===== src/rtl/sir_pkg.sv =====
package sir_pkg;

  // ----------------------------------------------------------------
  // register indices (byte address is four times the index)
  // ----------------------------------------------------------------
  localparam logic [13:0] IDX_GLOBAL_INGRESS = 14'h1840;
  localparam logic [13:0] IDX_PORT_INGRESS   = 14'h1841;
  localparam logic [13:0] IDX_TAGGED_ONLY    = 14'h1842;
  localparam logic [13:0] IDX_STP_STATE      = 14'h1843;
  localparam logic [13:0] IDX_NONMEMBER      = 14'h1850;
  localparam logic [13:0] IDX_DROP_COUNT     = 14'h1851;

  // ----------------------------------------------------------------
  // writable masks and reset values
  // ----------------------------------------------------------------
  localparam logic [31:0] MASK_GLOBAL     = 32'h0000_3fff;
  localparam logic [31:0] MASK_PORT       = 32'h0000_003f;
  localparam logic [31:0] MASK_PORT3      = 32'h0000_0007;
  localparam logic [31:0] MASK_STP        = 32'h0000_003f;
  localparam logic [13:0] RST_GLOBAL      = 14'h0006;
  localparam logic [5:0]  RST_PORT        = 6'h38;
  localparam logic [2:0]  RST_PORT3       = 3'h0;
  localparam logic [5:0]  RST_STP         = 6'h00;
  localparam logic [31:0] CNT_TEST_VALUE  = 32'h07ff_fffc;

  // ----------------------------------------------------------------
  // field positions of the global and port registers
  // ----------------------------------------------------------------
  localparam int G_ECHO      = 13;
  localparam int G_SNOOP_LO  = 10;
  localparam int G_USE_IP    = 9;
  localparam int G_MLD       = 8;
  localparam int G_IGMP      = 7;
  localparam int G_CNT_TEST  = 6;
  localparam int G_DA_PRI    = 5;
  localparam int G_FILT_MC   = 4;
  localparam int G_DROP_UNK  = 3;
  localparam int G_PREC      = 2;
  localparam int G_VLAN_PRI  = 1;
  localparam int G_VLAN_EN   = 0;
  localparam int P_LEARN_LO  = 3;

  // spanning-tree codes
  localparam logic [1:0] STP_FORWARDING = 2'h0;
  localparam logic [1:0] STP_BLOCKING   = 2'h1;
  localparam logic [1:0] STP_LEARNING   = 2'h2;
  localparam logic [1:0] STP_LISTENING  = 2'h3;

  localparam logic [2:0] ALL_PORTS = 3'h7;

  typedef enum logic {
    BUS_IDLE   = 1'b0,
    BUS_ANSWER = 1'b1
  } sir_bus_type;

  // packet header facts handed in by the parser and address table
  typedef struct packed {
    logic [1:0] port;          // ingress port 0..2
    logic       has_tag;       // any 802.1Q tag present
    logic       vid_nonzero;   // tag carries a real VLAN id
    logic [2:0] vlan_pri;
    logic [2:0] vlan_members;
    logic       is_ipv4;
    logic       is_ipv6;
    logic [7:0] ip_tos;        // TOS or SC octet
    logic [2:0] diffserv_pri;  // table result for this TOS
    logic       is_igmp;
    logic       is_mld;
    logic       da_multicast;
    logic       da_broadcast;
    logic       da_found;
    logic       da_static;
    logic [2:0] da_pri;
    logic [2:0] da_ports;
    logic [2:0] default_pri;
  } sir_pkt_type;

  typedef struct packed {
    logic [2:0] dest_ports;
    logic       drop;
    logic       learn;
    logic       snooped;
    logic [2:0] prio;          // chosen transmit priority
  } sir_dec_type;

endpackage


===== src/rtl/sir_ingress.sv =====
// Local design decision: the Avalon-MM interface to the registers.
`timescale 1ns/1ps
// ----------------------------------------------------------------
// register map, index is the byte address over four
// ----------------------------------------------------------------
// global ingress config, index 0x1840, bits 13:0
//   13     snoop echo back to the source port
//   12:10  snoop destination bitmap, ports 2..0
//   9      ip tos or sc as a priority source
//   8      mld snoop, 7 igmp snoop
//   6      counter test load on read
//   5      static table entry priority first
//   4      unknown multicast drop, 3 unknown unicast drop
//   2      tos precedence rather than diffserv map
//   1      vlan tag priority ahead of ip, 0 vlan rules on
// port ingress config, index 0x1841
//   5:3    learning enable, ports 2..0
//   2:0    membership check, ports 2..0
// tagged-only admit, index 0x1842, bits 2:0, ports 2..0
// spanning-tree state, index 0x1843, two bits per port, port 0 lowest
//   codes 00 forwarding, 01 blocking, 10 learning, 11 listening
//   only forwarding and learning let a port learn
// nonmember admit, index 0x1850, bits 2:0, ports 2..0
// drop counter, index 0x1851, read only, cleared or loaded by a read
// reset: global 0x0006, port 0x38, all others zero
// ----------------------------------------------------------------
// interface timing
// ----------------------------------------------------------------
// bus request taken on an idle edge, answered one cycle later
// waitrequest low for exactly one cycle; two cycles per access
// read data captured at the taking edge, stands until the next access; a write zeroes it
// unmapped indices read zero and swallow writes
// byte enables gate writes lane by lane
// one header summary in and one decision out per cycle, in order
// ready falls only with both buffer entries full, so no word is lost
// a header sees the registers as they stand at its taking edge
// limitation: table lookup, diffserv map and vlan membership arrive
// ready-made in the header summary; this block only decides
// port index 3 escapes every per-port rule and never learns
module sir_ingress
  import sir_pkg::*;
(
  input  wire logic        CLOCK,
  input  wire logic        RST_N,
  input  wire logic [15:0] AVS_ADDRESS,
  input  wire logic        AVS_READ,
  input  wire logic        AVS_WRITE,
  input  wire logic [31:0] AVS_WRITEDATA,
  input  wire logic [3:0]  AVS_BYTEENABLE,
  output logic      [31:0] AVS_READDATA,
  output logic             AVS_WAITREQUEST,
  input  wire logic        PKT_IN_VALID,
  input  wire sir_pkt_type PKT_IN,
  output logic             PKT_IN_READY,
  output logic             DEC_OUT_VALID,
  output sir_dec_type      DEC_OUT,
  input  wire logic        DEC_OUT_READY
);

  // ----------------------------------------------------------------
  // state
  // ----------------------------------------------------------------
  // all state in one struct, registered by one process
  typedef struct packed {
    sir_bus_type bus;
    logic [31:0] rdata;
    logic [13:0] global_cfg;
    logic [5:0]  port_cfg;
    logic [2:0]  tagged_only;
    logic [5:0]  stp_state;
    logic [2:0]  nonmember;
    logic [31:0] drop_count;
    logic        out_valid;
    sir_dec_type out_data;
    logic        skid_valid;
    sir_dec_type skid_data;
    logic        waitreq;     // pin copy, kept as its own flop
    logic        in_ready;    // pin copy, kept as its own flop
  } sir_state_type;

  sir_state_type st_q;
  sir_state_type st_d;

  logic [31:0] be_mask;
  logic [13:0] idx;
  logic [31:0] rd_value;
  logic        hit;
  logic        accept;
  logic        in_take;
  sir_dec_type dec;
  logic [2:0]  in_bit;
  logic        vlan_en;
  logic        snoop;
  logic        mem_chk;
  logic        drop_any;
  logic        ip_ok;
  logic        vlan_ok;
  logic [1:0]  port_stp;

  assign idx     = AVS_ADDRESS[15:2];
  assign be_mask = {{8{AVS_BYTEENABLE[3]}}, {8{AVS_BYTEENABLE[2]}},
                    {8{AVS_BYTEENABLE[1]}}, {8{AVS_BYTEENABLE[0]}}};

  // ----------------------------------------------------------------
  // register read mux
  // ----------------------------------------------------------------
  // unmapped indices answer zero; upper bits of narrow registers zero
  // the counter reads its live value; the clear is in the next-state logic
  always_comb begin
    rd_value = 32'h0;
    hit      = 1'b1;
    if (idx == IDX_GLOBAL_INGRESS) begin
      rd_value = {18'h0, st_q.global_cfg};
    end else if (idx == IDX_PORT_INGRESS) begin
      rd_value = {26'h0, st_q.port_cfg};
    end else if (idx == IDX_TAGGED_ONLY) begin
      rd_value = {29'h0, st_q.tagged_only};
    end else if (idx == IDX_STP_STATE) begin
      rd_value = {26'h0, st_q.stp_state};
    end else if (idx == IDX_NONMEMBER) begin
      rd_value = {29'h0, st_q.nonmember};
    end else if (idx == IDX_DROP_COUNT) begin
      rd_value = st_q.drop_count;
    end else begin
      hit = 1'b0;
    end
  end

  // ----------------------------------------------------------------
  // ingress decision on the packet at the input
  // ----------------------------------------------------------------
  // filters, any one of which drops:
  //   tagged-only admit, ingress membership, egress membership,
  //   unknown multicast (snooped and broadcast exempt), unknown unicast
  // destination: snoop bitmap, else table ports, else flood
  // priority: static table entry, vlan tag, ip, port default
  // hazard: filters read the registers at the taking edge, so a
  // mid-stream write only affects headers taken after it lands
  // purely combinational; the buffer below registers the result
  always_comb begin
    in_bit   = 3'h1 << PKT_IN.port;
    vlan_en  = st_q.global_cfg[G_VLAN_EN];
    snoop    = (st_q.global_cfg[G_MLD] & PKT_IN.is_mld)
             | (st_q.global_cfg[G_IGMP] & PKT_IN.is_igmp);
    // per-port filters stay dormant unless VLAN rules are on
    mem_chk  = vlan_en & |(st_q.port_cfg[2:0] & in_bit);
    // any one filter is enough to drop
    drop_any = 1'b0;
    // untagged and priority-tagged frames share a zero vlan id
    if (vlan_en && |(st_q.tagged_only & in_bit) && !PKT_IN.vid_nonzero) begin
      drop_any = 1'b1;
    end
    // ingress membership, waived per port by nonmember admit
    if (mem_chk && !(|(PKT_IN.vlan_members & in_bit))
        && !(|(st_q.nonmember & in_bit))) begin
      drop_any = 1'b1;
    end
    // known destinations need every egress port in the vlan;
    // unknown ones rely on the ingress check alone
    if (mem_chk && PKT_IN.da_found
        && |(PKT_IN.da_ports & ~PKT_IN.vlan_members)) begin
      drop_any = 1'b1;
    end
    // snooped control traffic is never filtered as unknown multicast
    if (st_q.global_cfg[G_FILT_MC] && PKT_IN.da_multicast && !PKT_IN.da_broadcast
        && !PKT_IN.da_found && !snoop) begin
      drop_any = 1'b1;
    end
    // broadcast counts as multicast here, so it never hits this filter
    if (st_q.global_cfg[G_DROP_UNK] && !PKT_IN.da_multicast && !PKT_IN.da_found) begin
      drop_any = 1'b1;
    end

    // destination: snoop ports, table ports, or flood
    if (snoop) begin
      dec.dest_ports = st_q.global_cfg[G_SNOOP_LO +: 3];
    end else if (PKT_IN.da_found) begin
      dec.dest_ports = PKT_IN.da_ports;
    end else begin
      dec.dest_ports = ALL_PORTS;
    end
    // source port stripped unless a snooped frame may echo
    if (!(snoop && st_q.global_cfg[G_ECHO])) begin
      dec.dest_ports = dec.dest_ports & ~in_bit;
    end
    // a dropped frame goes nowhere but still reports learning
    if (drop_any) begin
      dec.dest_ports = 3'h0;
    end
    dec.drop    = drop_any;
    dec.snooped = snoop;

    // learning gated by port enable and spanning-tree state
    // port 3 reads past the state field; its enable bit is zero anyway
    // blocking and listening ports never learn
    port_stp  = st_q.stp_state[{PKT_IN.port, 1'b0} +: 2];
    dec.learn = |(st_q.port_cfg[P_LEARN_LO +: 3] & in_bit)
              & ((port_stp == STP_FORWARDING) | (port_stp == STP_LEARNING));

    // priority source order: static DA, VLAN, IP, port default
    ip_ok   = st_q.global_cfg[G_USE_IP] & (PKT_IN.is_ipv4 | PKT_IN.is_ipv6);
    vlan_ok = vlan_en & PKT_IN.has_tag;
    // a static entry wins even over a tagged frame
    // vlan tag yields to ip only when bit 1 is clear and ip is usable
    // ipv6 has no diffserv path here: always the top three sc bits
    if (st_q.global_cfg[G_DA_PRI] && PKT_IN.da_found && PKT_IN.da_static) begin
      dec.prio = PKT_IN.da_pri;
    end else if (vlan_ok && (st_q.global_cfg[G_VLAN_PRI] || !ip_ok)) begin
      dec.prio = PKT_IN.vlan_pri;
    end else if (ip_ok && PKT_IN.is_ipv4 && !st_q.global_cfg[G_PREC]) begin
      dec.prio = PKT_IN.diffserv_pri;
    end else if (ip_ok) begin
      dec.prio = PKT_IN.ip_tos[7:5];
    end else begin
      dec.prio = PKT_IN.default_pri;
    end
  end

  // ----------------------------------------------------------------
  // next state: bus slave, registers, two-entry output buffer
  // ----------------------------------------------------------------
  // one-deep bus slave: nothing inside waits, so the answer is always
  // exactly one cycle behind the request
  assign accept  = (st_q.bus == BUS_ANSWER);
  assign in_take = PKT_IN_VALID & ~st_q.skid_valid;

  always_comb begin
    st_d = st_q;
    // request held one cycle, answered the next with waitrequest low
    case (st_q.bus)
      BUS_IDLE: begin
        if (AVS_READ || AVS_WRITE) begin
          st_d.bus   = BUS_ANSWER;
          st_d.rdata = AVS_READ ? rd_value : 32'h0;
        end
      end
      BUS_ANSWER: begin
        st_d.bus = BUS_IDLE;
      end
      default: begin
        st_d.bus = BUS_IDLE;
      end
    endcase

    // waitrequest follows the next bus state so the pin comes from a flop
    st_d.waitreq = (st_d.bus != BUS_ANSWER);

    // drop counter: cleared or test-loaded at the edge that captures it,
    // so no drop slips in between capture and answer; a drop in the
    // same cycle adds on top of the new value
    if (!accept && AVS_READ && hit && idx == IDX_DROP_COUNT) begin
      st_d.drop_count = st_q.global_cfg[G_CNT_TEST] ? CNT_TEST_VALUE : 32'h0;
    end
    if (in_take && dec.drop) begin
      st_d.drop_count = st_d.drop_count + 32'h1;
    end

    // writes take effect at the edge where waitrequest is low
    // the counter and unmapped indices swallow writes
    if (accept && AVS_WRITE) begin
      if (idx == IDX_GLOBAL_INGRESS) begin
        st_d.global_cfg = 14'((({18'h0, st_q.global_cfg} & ~(be_mask & MASK_GLOBAL))
                        | (AVS_WRITEDATA & be_mask & MASK_GLOBAL)));
      end else if (idx == IDX_PORT_INGRESS) begin
        st_d.port_cfg = 6'((({26'h0, st_q.port_cfg} & ~(be_mask & MASK_PORT))
                      | (AVS_WRITEDATA & be_mask & MASK_PORT)));
      end else if (idx == IDX_TAGGED_ONLY) begin
        st_d.tagged_only = 3'((({29'h0, st_q.tagged_only} & ~(be_mask & MASK_PORT3))
                         | (AVS_WRITEDATA & be_mask & MASK_PORT3)));
      end else if (idx == IDX_STP_STATE) begin
        st_d.stp_state = 6'((({26'h0, st_q.stp_state} & ~(be_mask & MASK_STP))
                       | (AVS_WRITEDATA & be_mask & MASK_STP)));
      end else if (idx == IDX_NONMEMBER) begin
        st_d.nonmember = 3'((({29'h0, st_q.nonmember} & ~(be_mask & MASK_PORT3))
                       | (AVS_WRITEDATA & be_mask & MASK_PORT3)));
      end
    end

    // output register drains first; skid catches the word in flight
    // the skid entry only fills while the output is stalled and empties
    // first when the consumer resumes, so order is kept
    if (DEC_OUT_READY || !st_q.out_valid) begin
      if (st_q.skid_valid) begin
        st_d.out_valid  = 1'b1;
        st_d.out_data   = st_q.skid_data;
        st_d.skid_valid = 1'b0;
      end else begin
        st_d.out_valid = PKT_IN_VALID;
        st_d.out_data  = dec;
      end
    end else if (in_take) begin
      st_d.skid_valid = 1'b1;
      st_d.skid_data  = dec;
    end

    // room for one more word while the skid entry is free
    st_d.in_ready = ~st_d.skid_valid;
  end

  // ----------------------------------------------------------------
  // state register
  // ----------------------------------------------------------------
  always_ff @(posedge CLOCK or negedge RST_N) begin
    if (!RST_N) begin
      st_q             <= '0;
      st_q.bus         <= BUS_IDLE;
      st_q.global_cfg  <= RST_GLOBAL;
      st_q.port_cfg    <= RST_PORT;
      st_q.tagged_only <= RST_PORT3;
      st_q.stp_state   <= RST_STP;
      st_q.waitreq     <= 1'b1;
      st_q.in_ready    <= 1'b1;
    end else begin
      st_q <= st_d;
    end
  end

  // outputs straight from flip-flops
  // waitrequest and ready have their own flops rather than gates
  assign AVS_READDATA    = st_q.rdata;
  assign AVS_WAITREQUEST = st_q.waitreq;
  assign PKT_IN_READY    = st_q.in_ready;   // high while the skid entry is empty
  assign DEC_OUT_VALID   = st_q.out_valid;
  assign DEC_OUT         = st_q.out_data;

endmodule


===== config.mk =====
export PLATFORM = sky130hd
export DESIGN_NAME = sir_ingress
export DESIGN_NICKNAME = d
export VERILOG_FILES = /design/src/rtl/sir_pkg.sv /design/src/rtl/sir_ingress.sv
export SDC_FILE = /design/constraint.sdc
export NUM_CORES = 1
export LEC_CHECK = 0
export ABC_AREA = 1
export BUFFER_PORTS_ARGS = -buffer_cell sky130_fd_sc_hd__buf_2
export CORE_MARGIN = 2
export CORE_UTILIZATION = 55
export CTS_CLUSTER_DIAMETER = 30
export CTS_CLUSTER_SIZE = 28
export DETAILED_ROUTE_END_ITERATION = 7
export GPL_TIMING_DRIVEN = 1
export PLACE_DENSITY = 0.8
export SLEW_MARGIN = 20
export SYNTH_ARGS = -nofsm -noshare
export SYNTH_HDL_FRONTEND = slang
export SYNTH_SLANG_ARGS = --single-unit

===== constraint.sdc =====
create_clock -name CLOCK -period 2.6 [get_ports CLOCK]
set_clock_uncertainty 0.2 [all_clocks]
set_input_delay 0.26 -clock CLOCK [delete_from_list [all_inputs] [get_ports CLOCK]]
set_output_delay 0.26 -clock CLOCK [all_outputs]
set_load 0.01 [all_outputs]

-- Word level (Yosys, flattened, before mapping)
Index checks and enable logic that the tools add are counted.
W data, S select, Z words.
- flip-flop bits (word level): 119
- bits of input ports: 96
- output and inout bits: 44
- logic and storage cells: 159
- $add $sub $neg: 1
- eq/ne operators: 7
- shift-type cells: 2
- mux-type cells: 34
- bitwise gates (word level): 42
- reduce and logical (&&, ||, !) cells: 51
- operator list (operator ; count):
    $mux W32 ; 9
    $eq A14 B13 Y1 const B ; 6
    $mux W33 ; 1
    $add A32 B1 Y32 const B ; 1
    $and A14 B14 Y14 ; 2
    $and A3 B3 Y3 ; 9
    $mux W27 ; 1
    $mux W3 ; 8
    $logic_and A1 B1 Y1 ; 23
    $mux W10 ; 2
    $reduce_or A3 Y1 ; 6
    $not A14 Y14 ; 1
    $or A14 B14 Y14 ; 1
    $and A6 B6 Y6 ; 2
    $mux W1 ; 12
    $or A6 B6 Y6 ; 2
    $logic_not A1 Y1 ; 11
    $not A1 Y1 ; 9
    $not A3 Y3 ; 3
    $and A1 B1 Y1 ; 7
    $not A6 Y6 ; 1
    $or A3 B3 Y3 ; 2
    $reduce_and A2 Y1 ; 3
    $reduce_and A6 Y1 ; 1
    other kinds (10) ; 14

-- Logic depth before layout (Yosys ltp)
Gate-level depths: netlist of run 1.
- depth after elaboration: 14
- mapped depth: 18
- mapped depth without buffers: 16

-- Worst setup path after synthesis of run 1
No wires, ideal clock.
- path type: input-to-reg
- start point: input AVS_ADDRESS[8]
- end point: register st_q[34] (netlist bit)
- setup time: 122 ps
- arrival time: 2023 ps
- required time: 2278 ps
- slack: 255 ps
- cell stages on the path: 16
- buffers on the path: 2
- cell sequence: inv_1 -> nor2_1 -> nand2_1 -> nor2_4 -> nand3_4 -> buf_2 -> clkbuf_1 -> nand2_1 -> inv_1 -> ha_1 -> nand2_2 -> nor2_2 -> nand3_4 -> nor3_2 -> nand2_1 -> xor2_1
- RTL lines (what ; RTL line ; text):
    start, declared ; sir_ingress.sv:45 ; input wire logic [15:0] AVS_ADDRESS,
    end signal, assigned ; sir_ingress.sv:314 ; st_q <= st_d;
    end, declared ; sir_ingress.sv:81 ; sir_state_type st_q;

==> results of run 1 <==
[area by class of cell]
cell class | count | area, µm² | share of cell area, %
Sequential cell | 119 | 2990 | 36.1
Multi-Input combinational cell | 569 | 2950 | 35.7
Timing Repair Buffer | 157 | 1010 | 12.2
Clock buffer | 21 | 480 | 5.81
Inverter | 124 | 465 | 5.63
Tap cell | 168 | 210 | 2.54
Clock inverter | 11 | 169 | 2.04
[stage by stage]
| stage | hold slack, ns | utilization, % | setup slack (ns) | instances |
|---|---|---|---|---|
| after floorplan | -0.236 | - | 0.255 | 877 |
| after global placement | -0.112 | 61.8 | 0.106 | 1120 |
| after detailed placement | -0.110 | 61.8 | 0.0879 | 1120 |
| after CTS | 0.0175 | 68.6 | 0.130 | 1169 |
| after global routing | 0.0645 | 68.6 | 0.0346 | 1169 |
| final | 0.0312 | 68.6 | 0.219 | 1169 |
[kinds of logic (layout without fill, tap and decap cells)]
logic type / after synthesis / count (layout)
AO/OA/AOI/OAI: 127 / 127
multiplexers: 9 / 9
flip-flops: 119 / 119
adder cells (fa/ha/maj): 1 / 1
AND/OR/NAND/NOR: 413 / 413
XOR/XNOR: 19 / 19
buffers and inverters: 189 / 313
[worst min-delay path: stages]
cell,delay [ns]
buf_2,0.07
o21ai_0,0.11
o21ai_0,0.17
[power breakdown]
part           internal [mW]  switching, mW
sequential              2.06         0.0832
clock                   1.70          0.858
combinational          0.696           1.27
total                   4.47           2.21
[routing by layer]
metal / up-vias / GRT usage, % / routed length, µm
met2: 239 / 41.1 / 7700
met3: 41 / 6.17 / 1100
li1: 2983 / - / -
met5: - / 0 / 0
met4: 0 / 11.6 / 415
met1: 2823 / 35.4 / 7340
[path summary, 6_finish.rpt]
check                      cells after the start  slack [ns]                         end  startpoint
max                                           12        0.22                    st_q[52]      accept
min                                            3        0.03                     st_q[3]   PKT_IN[7]
max reg2reg                                   12        0.22                    st_q[52]      accept
min reg2reg                                    2        0.27                  DEC_OUT[6]  DEC_OUT[6]
max in group asynchronous                      3        1.42  asynchronous set/reset pin       RST_N
min in group asynchronous                      2        0.15  asynchronous set/reset pin       RST_N
[cell usage in the layout, fill, tap and decap left out, drive strengths merged, types with 5 or more instances in the layout]
| cell | netlist | layout |
|---|---|---|
| dlygate4sd3 | 0 | 17 |
| a21oi | 12 | 12 |
| mux2 | 8 | 8 |
| xnor2 | 8 | 8 |
| o211ai | 10 | 10 |
| dfstp | 7 | 7 |
| a22o | 9 | 9 |
| clkinv | 0 | 5 |
| nand4 | 15 | 15 |
| buf | 49 | 140 |
| dfrtp | 112 | 112 |
| o22ai | 11 | 11 |
| xor2 | 11 | 11 |
| clkbuf | 16 | 21 |
| nor2 | 80 | 80 |
| nand2 | 247 | 247 |
| nand3 | 56 | 56 |
| inv | 124 | 125 |
| nor3 | 9 | 9 |
| o21ai | 75 | 75 |
[what timing repair did]
item,4_1_cts,5_1_grt
setup endpoints to repair,0,13
gates resized for setup,0,1
endpoints found under the hold margin,146,0
hold buffers,17,0
==> qor.yml, run 1 <==
crit_required_ns: 2.76
synthArstFlopShare_pct: 100
critPathTopFamily: "simple AND/OR/NAND/NOR gates"
finalSetupViolations: 0
synth_nets: 974
hpwl_um: 11800
power.density_nw_per_um2: 807
cp_common_cell: "nand2_1"
num_rows: 40
fillers: 963
hold_viol_final: 0
synthXorXnorAreaFrac_pct: 2.44
start_util_pct: 56.6
synth-adder-area-share_pct: 0.183
hold_path.class: "in2reg"
synth_simple_gate_area_share_pct: 28.4
path_cells: "nor2_2 -> nand3_4 -> buf_12 -> nand2_1 -> nand3_2 -> nor2_1 -> inv_2 -> nor2_4 -> nand2_1 -> nor2_1 -> nand2_1 -> nand2_1"
ant_nets: 0
synth_area_um2: 6820
ys_types: 42
die_width_um: 115
clock_path_buffers: 2
antenna_found_initial: 0
avgSynthCellArea_um2: 7.78
rsz0062_at_grt: "no"
synth_compound_area_share_pct: 10.8
cp_slowest_cell: "dfrtp_1"
tns_ns: 0
cts_buffers: 17
synth_top_area_share_pct: 41.1
period_share_pct: 91.6
postCtsSetupBuffers: 0
yosys_warnings: 0
grt.total_usage_pct: 26.4
synthFlopType: "dfrtp_1"
ys_seq_area_share_pct: 43.8
crit_buf_inv: 2
yosys_register_bits: 119
synth_cells: 877
grt_pass1_wl_um: 27500
final_area_um2: 8270
diodes: 0
io_pins: 140
ir_worst_vdd_v: 0.000431
synth.cells.most_frequent: "233 x nand2_1, 122 x inv_1, 112 x dfrtp_1, 75 x o21ai_0, 66 x nor2_1"
clockRootBuffer: "clkbuf_16"
drtIter0Drc: 523
tightest_slew_ns: 0.737
routed_wl_um: 16600
dr.pass1.iters: 5
yosysMostFrequentCell: "nand2_1"
synth_top_family_by_area: "simple AND/OR/NAND/NOR gates"
synth.area.mux_share_pct: 1.47
max_stage_delay_ns: 0.39
die_y_um: 115
slew_violations: 0
endpoint_kind: "flop"
arrival_ns: 2.54
grt_pass1_vias: 5936
maxCapViolCount: 0
clock_latency_ns: 0.42
post_dp_cell_area_um2: 7450
leakagePower_nw: 4.51
fp.dieArea_um2: 13300
max_freq_mhz: 420
coreArea_um2: 12100
cts.clk_slew.worst_paths_ns: 0.06
routabilityCongestion: 0.933
worstSetupPathType: "reg2reg"
maxSlewHeadroom_pct: 50.8
cp_max_fo: 18
fin_crit_ns: 2.38
layout.nets: 1085
dr_total_vias: 6086
port_buffers: 112
drc: 0
htree_levels: 4
wl_per_cell_um: 14.2
overflow: 0
cts_tree: "yes"
grt_max_degree: 70
synth-edff-count: 0
outcome: "completed"
viasPerCell: 5.21
ys_top_cells_by_area: "dfrtp_1 41%, nand2_1 13%, inv_1 6.7%, o21ai_0 5.5%, buf_4 4.5%"
areaGrowthSynthToFinish_pct: 21.3
start_kind: "flop"
synth_top_area_cell: "dfrtp_1"
drive_gt1_share_pct: 23.4
power_mw: 6.67
cts_sinks: 119
No activity file was read; power rests on OpenSTA's default activity.
==> run 2: changes to the inputs <==
Settings changed: CORE_UTILIZATION 55 to 30, PLACE_DENSITY 0.8 to default.
==> qor.yml, run 2 (synthesized netlist as in run 1, its figures left out) <==
pre_cts_slack_ns: 0.0964  # +0.00857 ns
cts.clk_slew.worst_paths_ns: 0.06  # about the same
grt_max_degree: 46  # -34%
antenna_found_initial: 0  # unchanged
areaGrowthSynthToFinish_pct: 23.2
worstSetupPathType: "reg2reg"
slew_violations: 0  # unchanged
wl_per_cell_um: 13.7  # -3.6%
start_util_pct: 30.3  # -26 points
viasPerCell: 4.58  # -12%
dr_total_vias: 5905  # -3.0%
arrival_ns: 2.51  # -0.03 ns
layout_setup_ws_ns: 0.202  # -0.0166 ns
num_rows: 55  # +38%
cts_sinks: 119  # unchanged
rsz0062_at_grt: "no"
routabilityCongestion: 0.845  # -9.4%
routed_wl_um: 17600  # +6.4%
clock_latency_ns: 0.42  # about the same
period_share_pct: 92.2  # +0.64 points
drtIter0Drc: 304  # -42%
cts_buffers: 17  # unchanged
overflow: 0  # unchanged
path_cells: "nor2_1 -> nand3_4 -> buf_12 -> nand2_1 -> nand3_1 -> nor2_4 -> nand2_1 -> nor2_1 -> nand2_1 -> nand2_1 -> nand2_1 -> nand2_1 -> nand2_1"
cts_tree: "yes"
drc: 0  # unchanged
outcome: "completed"
layout.nets: 1089  # +0.37%
cp_max_fo: 16  # -2
final_area_um2: 8410  # +1.6%
maxCapViolCount: 0  # unchanged
htree_levels: 4  # unchanged
tns_ns: 0  # unchanged
finalSetupViolations: 0  # unchanged
layout_commonest_cell: "nand2_1"
io_pins: 140  # unchanged
cp_common_cell: "nand2_1"
max_freq_mhz: 417  # -0.69%
hold_viol_final: 0  # unchanged
clock_path_buffers: 2  # unchanged
postCtsSetupBuffers: 0  # unchanged
power.density_nw_per_um2: 779  # -3.4%
hold_path.class: "in2reg"
hpwl_um: 13200  # +12%
leakagePower_nw: 4.50  # -0.24%
drive_gt1_share_pct: 23.6  # +0.21 points
diodes: 0  # unchanged
fp.dieArea_um2: 24000  # +80%
endpoint_kind: "flop"
dr.pass1.iters: 5  # unchanged
ant_nets: 0  # unchanged
start_kind: "flop"
final_cell_mix: "233 x nand2_1, 122 x inv_1, 112 x dfrtp_1"
maxSlewHeadroom_pct: 50.1  # -0.73 points
ir_worst_vdd_v: 0.000343  # -21%
fin_crit_ns: 2.40  # +0.0166 ns
die_width_um: 155  # +34%
post_dp_cell_area_um2: 7630  # +2.5%
max_stage_delay_ns: 0.38  # about the same
clockRootBuffer: "clkbuf_16"
crit_buf_inv: 1  # -1
port_buffers: 112  # unchanged
crit_required_ns: 2.71  # -0.05 ns
cp_slowest_cell: "dfrtp_1"
grt_pass1_wl_um: 28900  # +5.1%
coreArea_um2: 22500  # +87%
tightest_slew_ns: 0.748  # +0.0109 ns
critPathTopFamily: "simple AND/OR/NAND/NOR gates"
grt.total_usage_pct: 15.3  # -11 points
die_y_um: 155  # +34%
grt_pass1_vias: 5743  # -3.3%
run 2: changes by cell type in the layout (fill, tap and decap cells not counted):
cell,delta
nor2_2,-1
dlygate4sd3_1,-1
buf_4,+5
clkbuf_1,+1
nor2_1,+1
clkbuf_8,-3
clkinvlp_4,+2
bufinv_16,-1
clkinv_2,-2
inv_6,+3
run 2: cell type report:
| cell class | count | area [µm²] |
|---|---|---|
| clock buffer | 19 | 443 |
| clock inverter | 13 | 170 |
| fill | 2297 | 14100 |
| inverter | 124 | 465 |
| multi-input combinational | 569 | 2950 |
| sequential | 119 | 2990 |
| tap | 285 | 357 |
| timing repair buffer | 161 | 1030 |
run 2: tightest hold or removal path, delay by kind of cell:
kind                   cells  cell delay (ns)
buffers and inverters      1             0.07
AO/OA/AOI/OAI              2             0.28
run 2: power breakdown:
part,internal [mW],total [mW],switching (mW),leakage [nW]
clock,1.54,2.44,0.896,0.291
combinational,0.731,1.97,1.24,2.74
sequential,2.06,2.14,0.0819,1.47
total,4.34,6.55,2.22,4.50
run 2: worst paths after layout:
path / start / end / slack, ns / depth (start not counted)
setup reg to reg: accept / st_q[51] / 0.20 / 13
hold / removal: PKT_IN[8] / st_q[4] / 0.03 / 3
min in group asynchronous: RST_N / asynchronous set/reset pin / 0.19 / 2
setup / recovery: accept / st_q[51] / 0.20 / 13
max in group asynchronous: RST_N / PKT_IN_READY / 1.29 / 3
hold reg to reg: AVS_READDATA[16] / AVS_READDATA[16] / 0.27 / 2
run 2: repair_timing:
item,CTS,global route
hold buffers,16,0
gates resized for setup,0,0
endpoints found under the hold margin,71,0
run 2: routing by layer:
layer	track usage, %	routed length [µm]	vias to the layer above
met5	0	0	-
met4	6.61	428	0
met3	3.39	947	31
met2	23.7	7710	152
met1	20.6	8530	2731
li1	-	-	2991
run 2: per-stage QoR:
stage                     instances  power [mW]  hold WS (ns)  util (%)
after floorplan                 877        3.55        -0.236         -
after global placement         1242        4.10         0.122      33.9
final                          1290        6.55        0.0327      37.4
after CTS                      1290        6.62        0.0178      37.4
after detailed placement       1242        4.12         0.129      33.9
after global routing           1290        6.98        0.0612      37.4
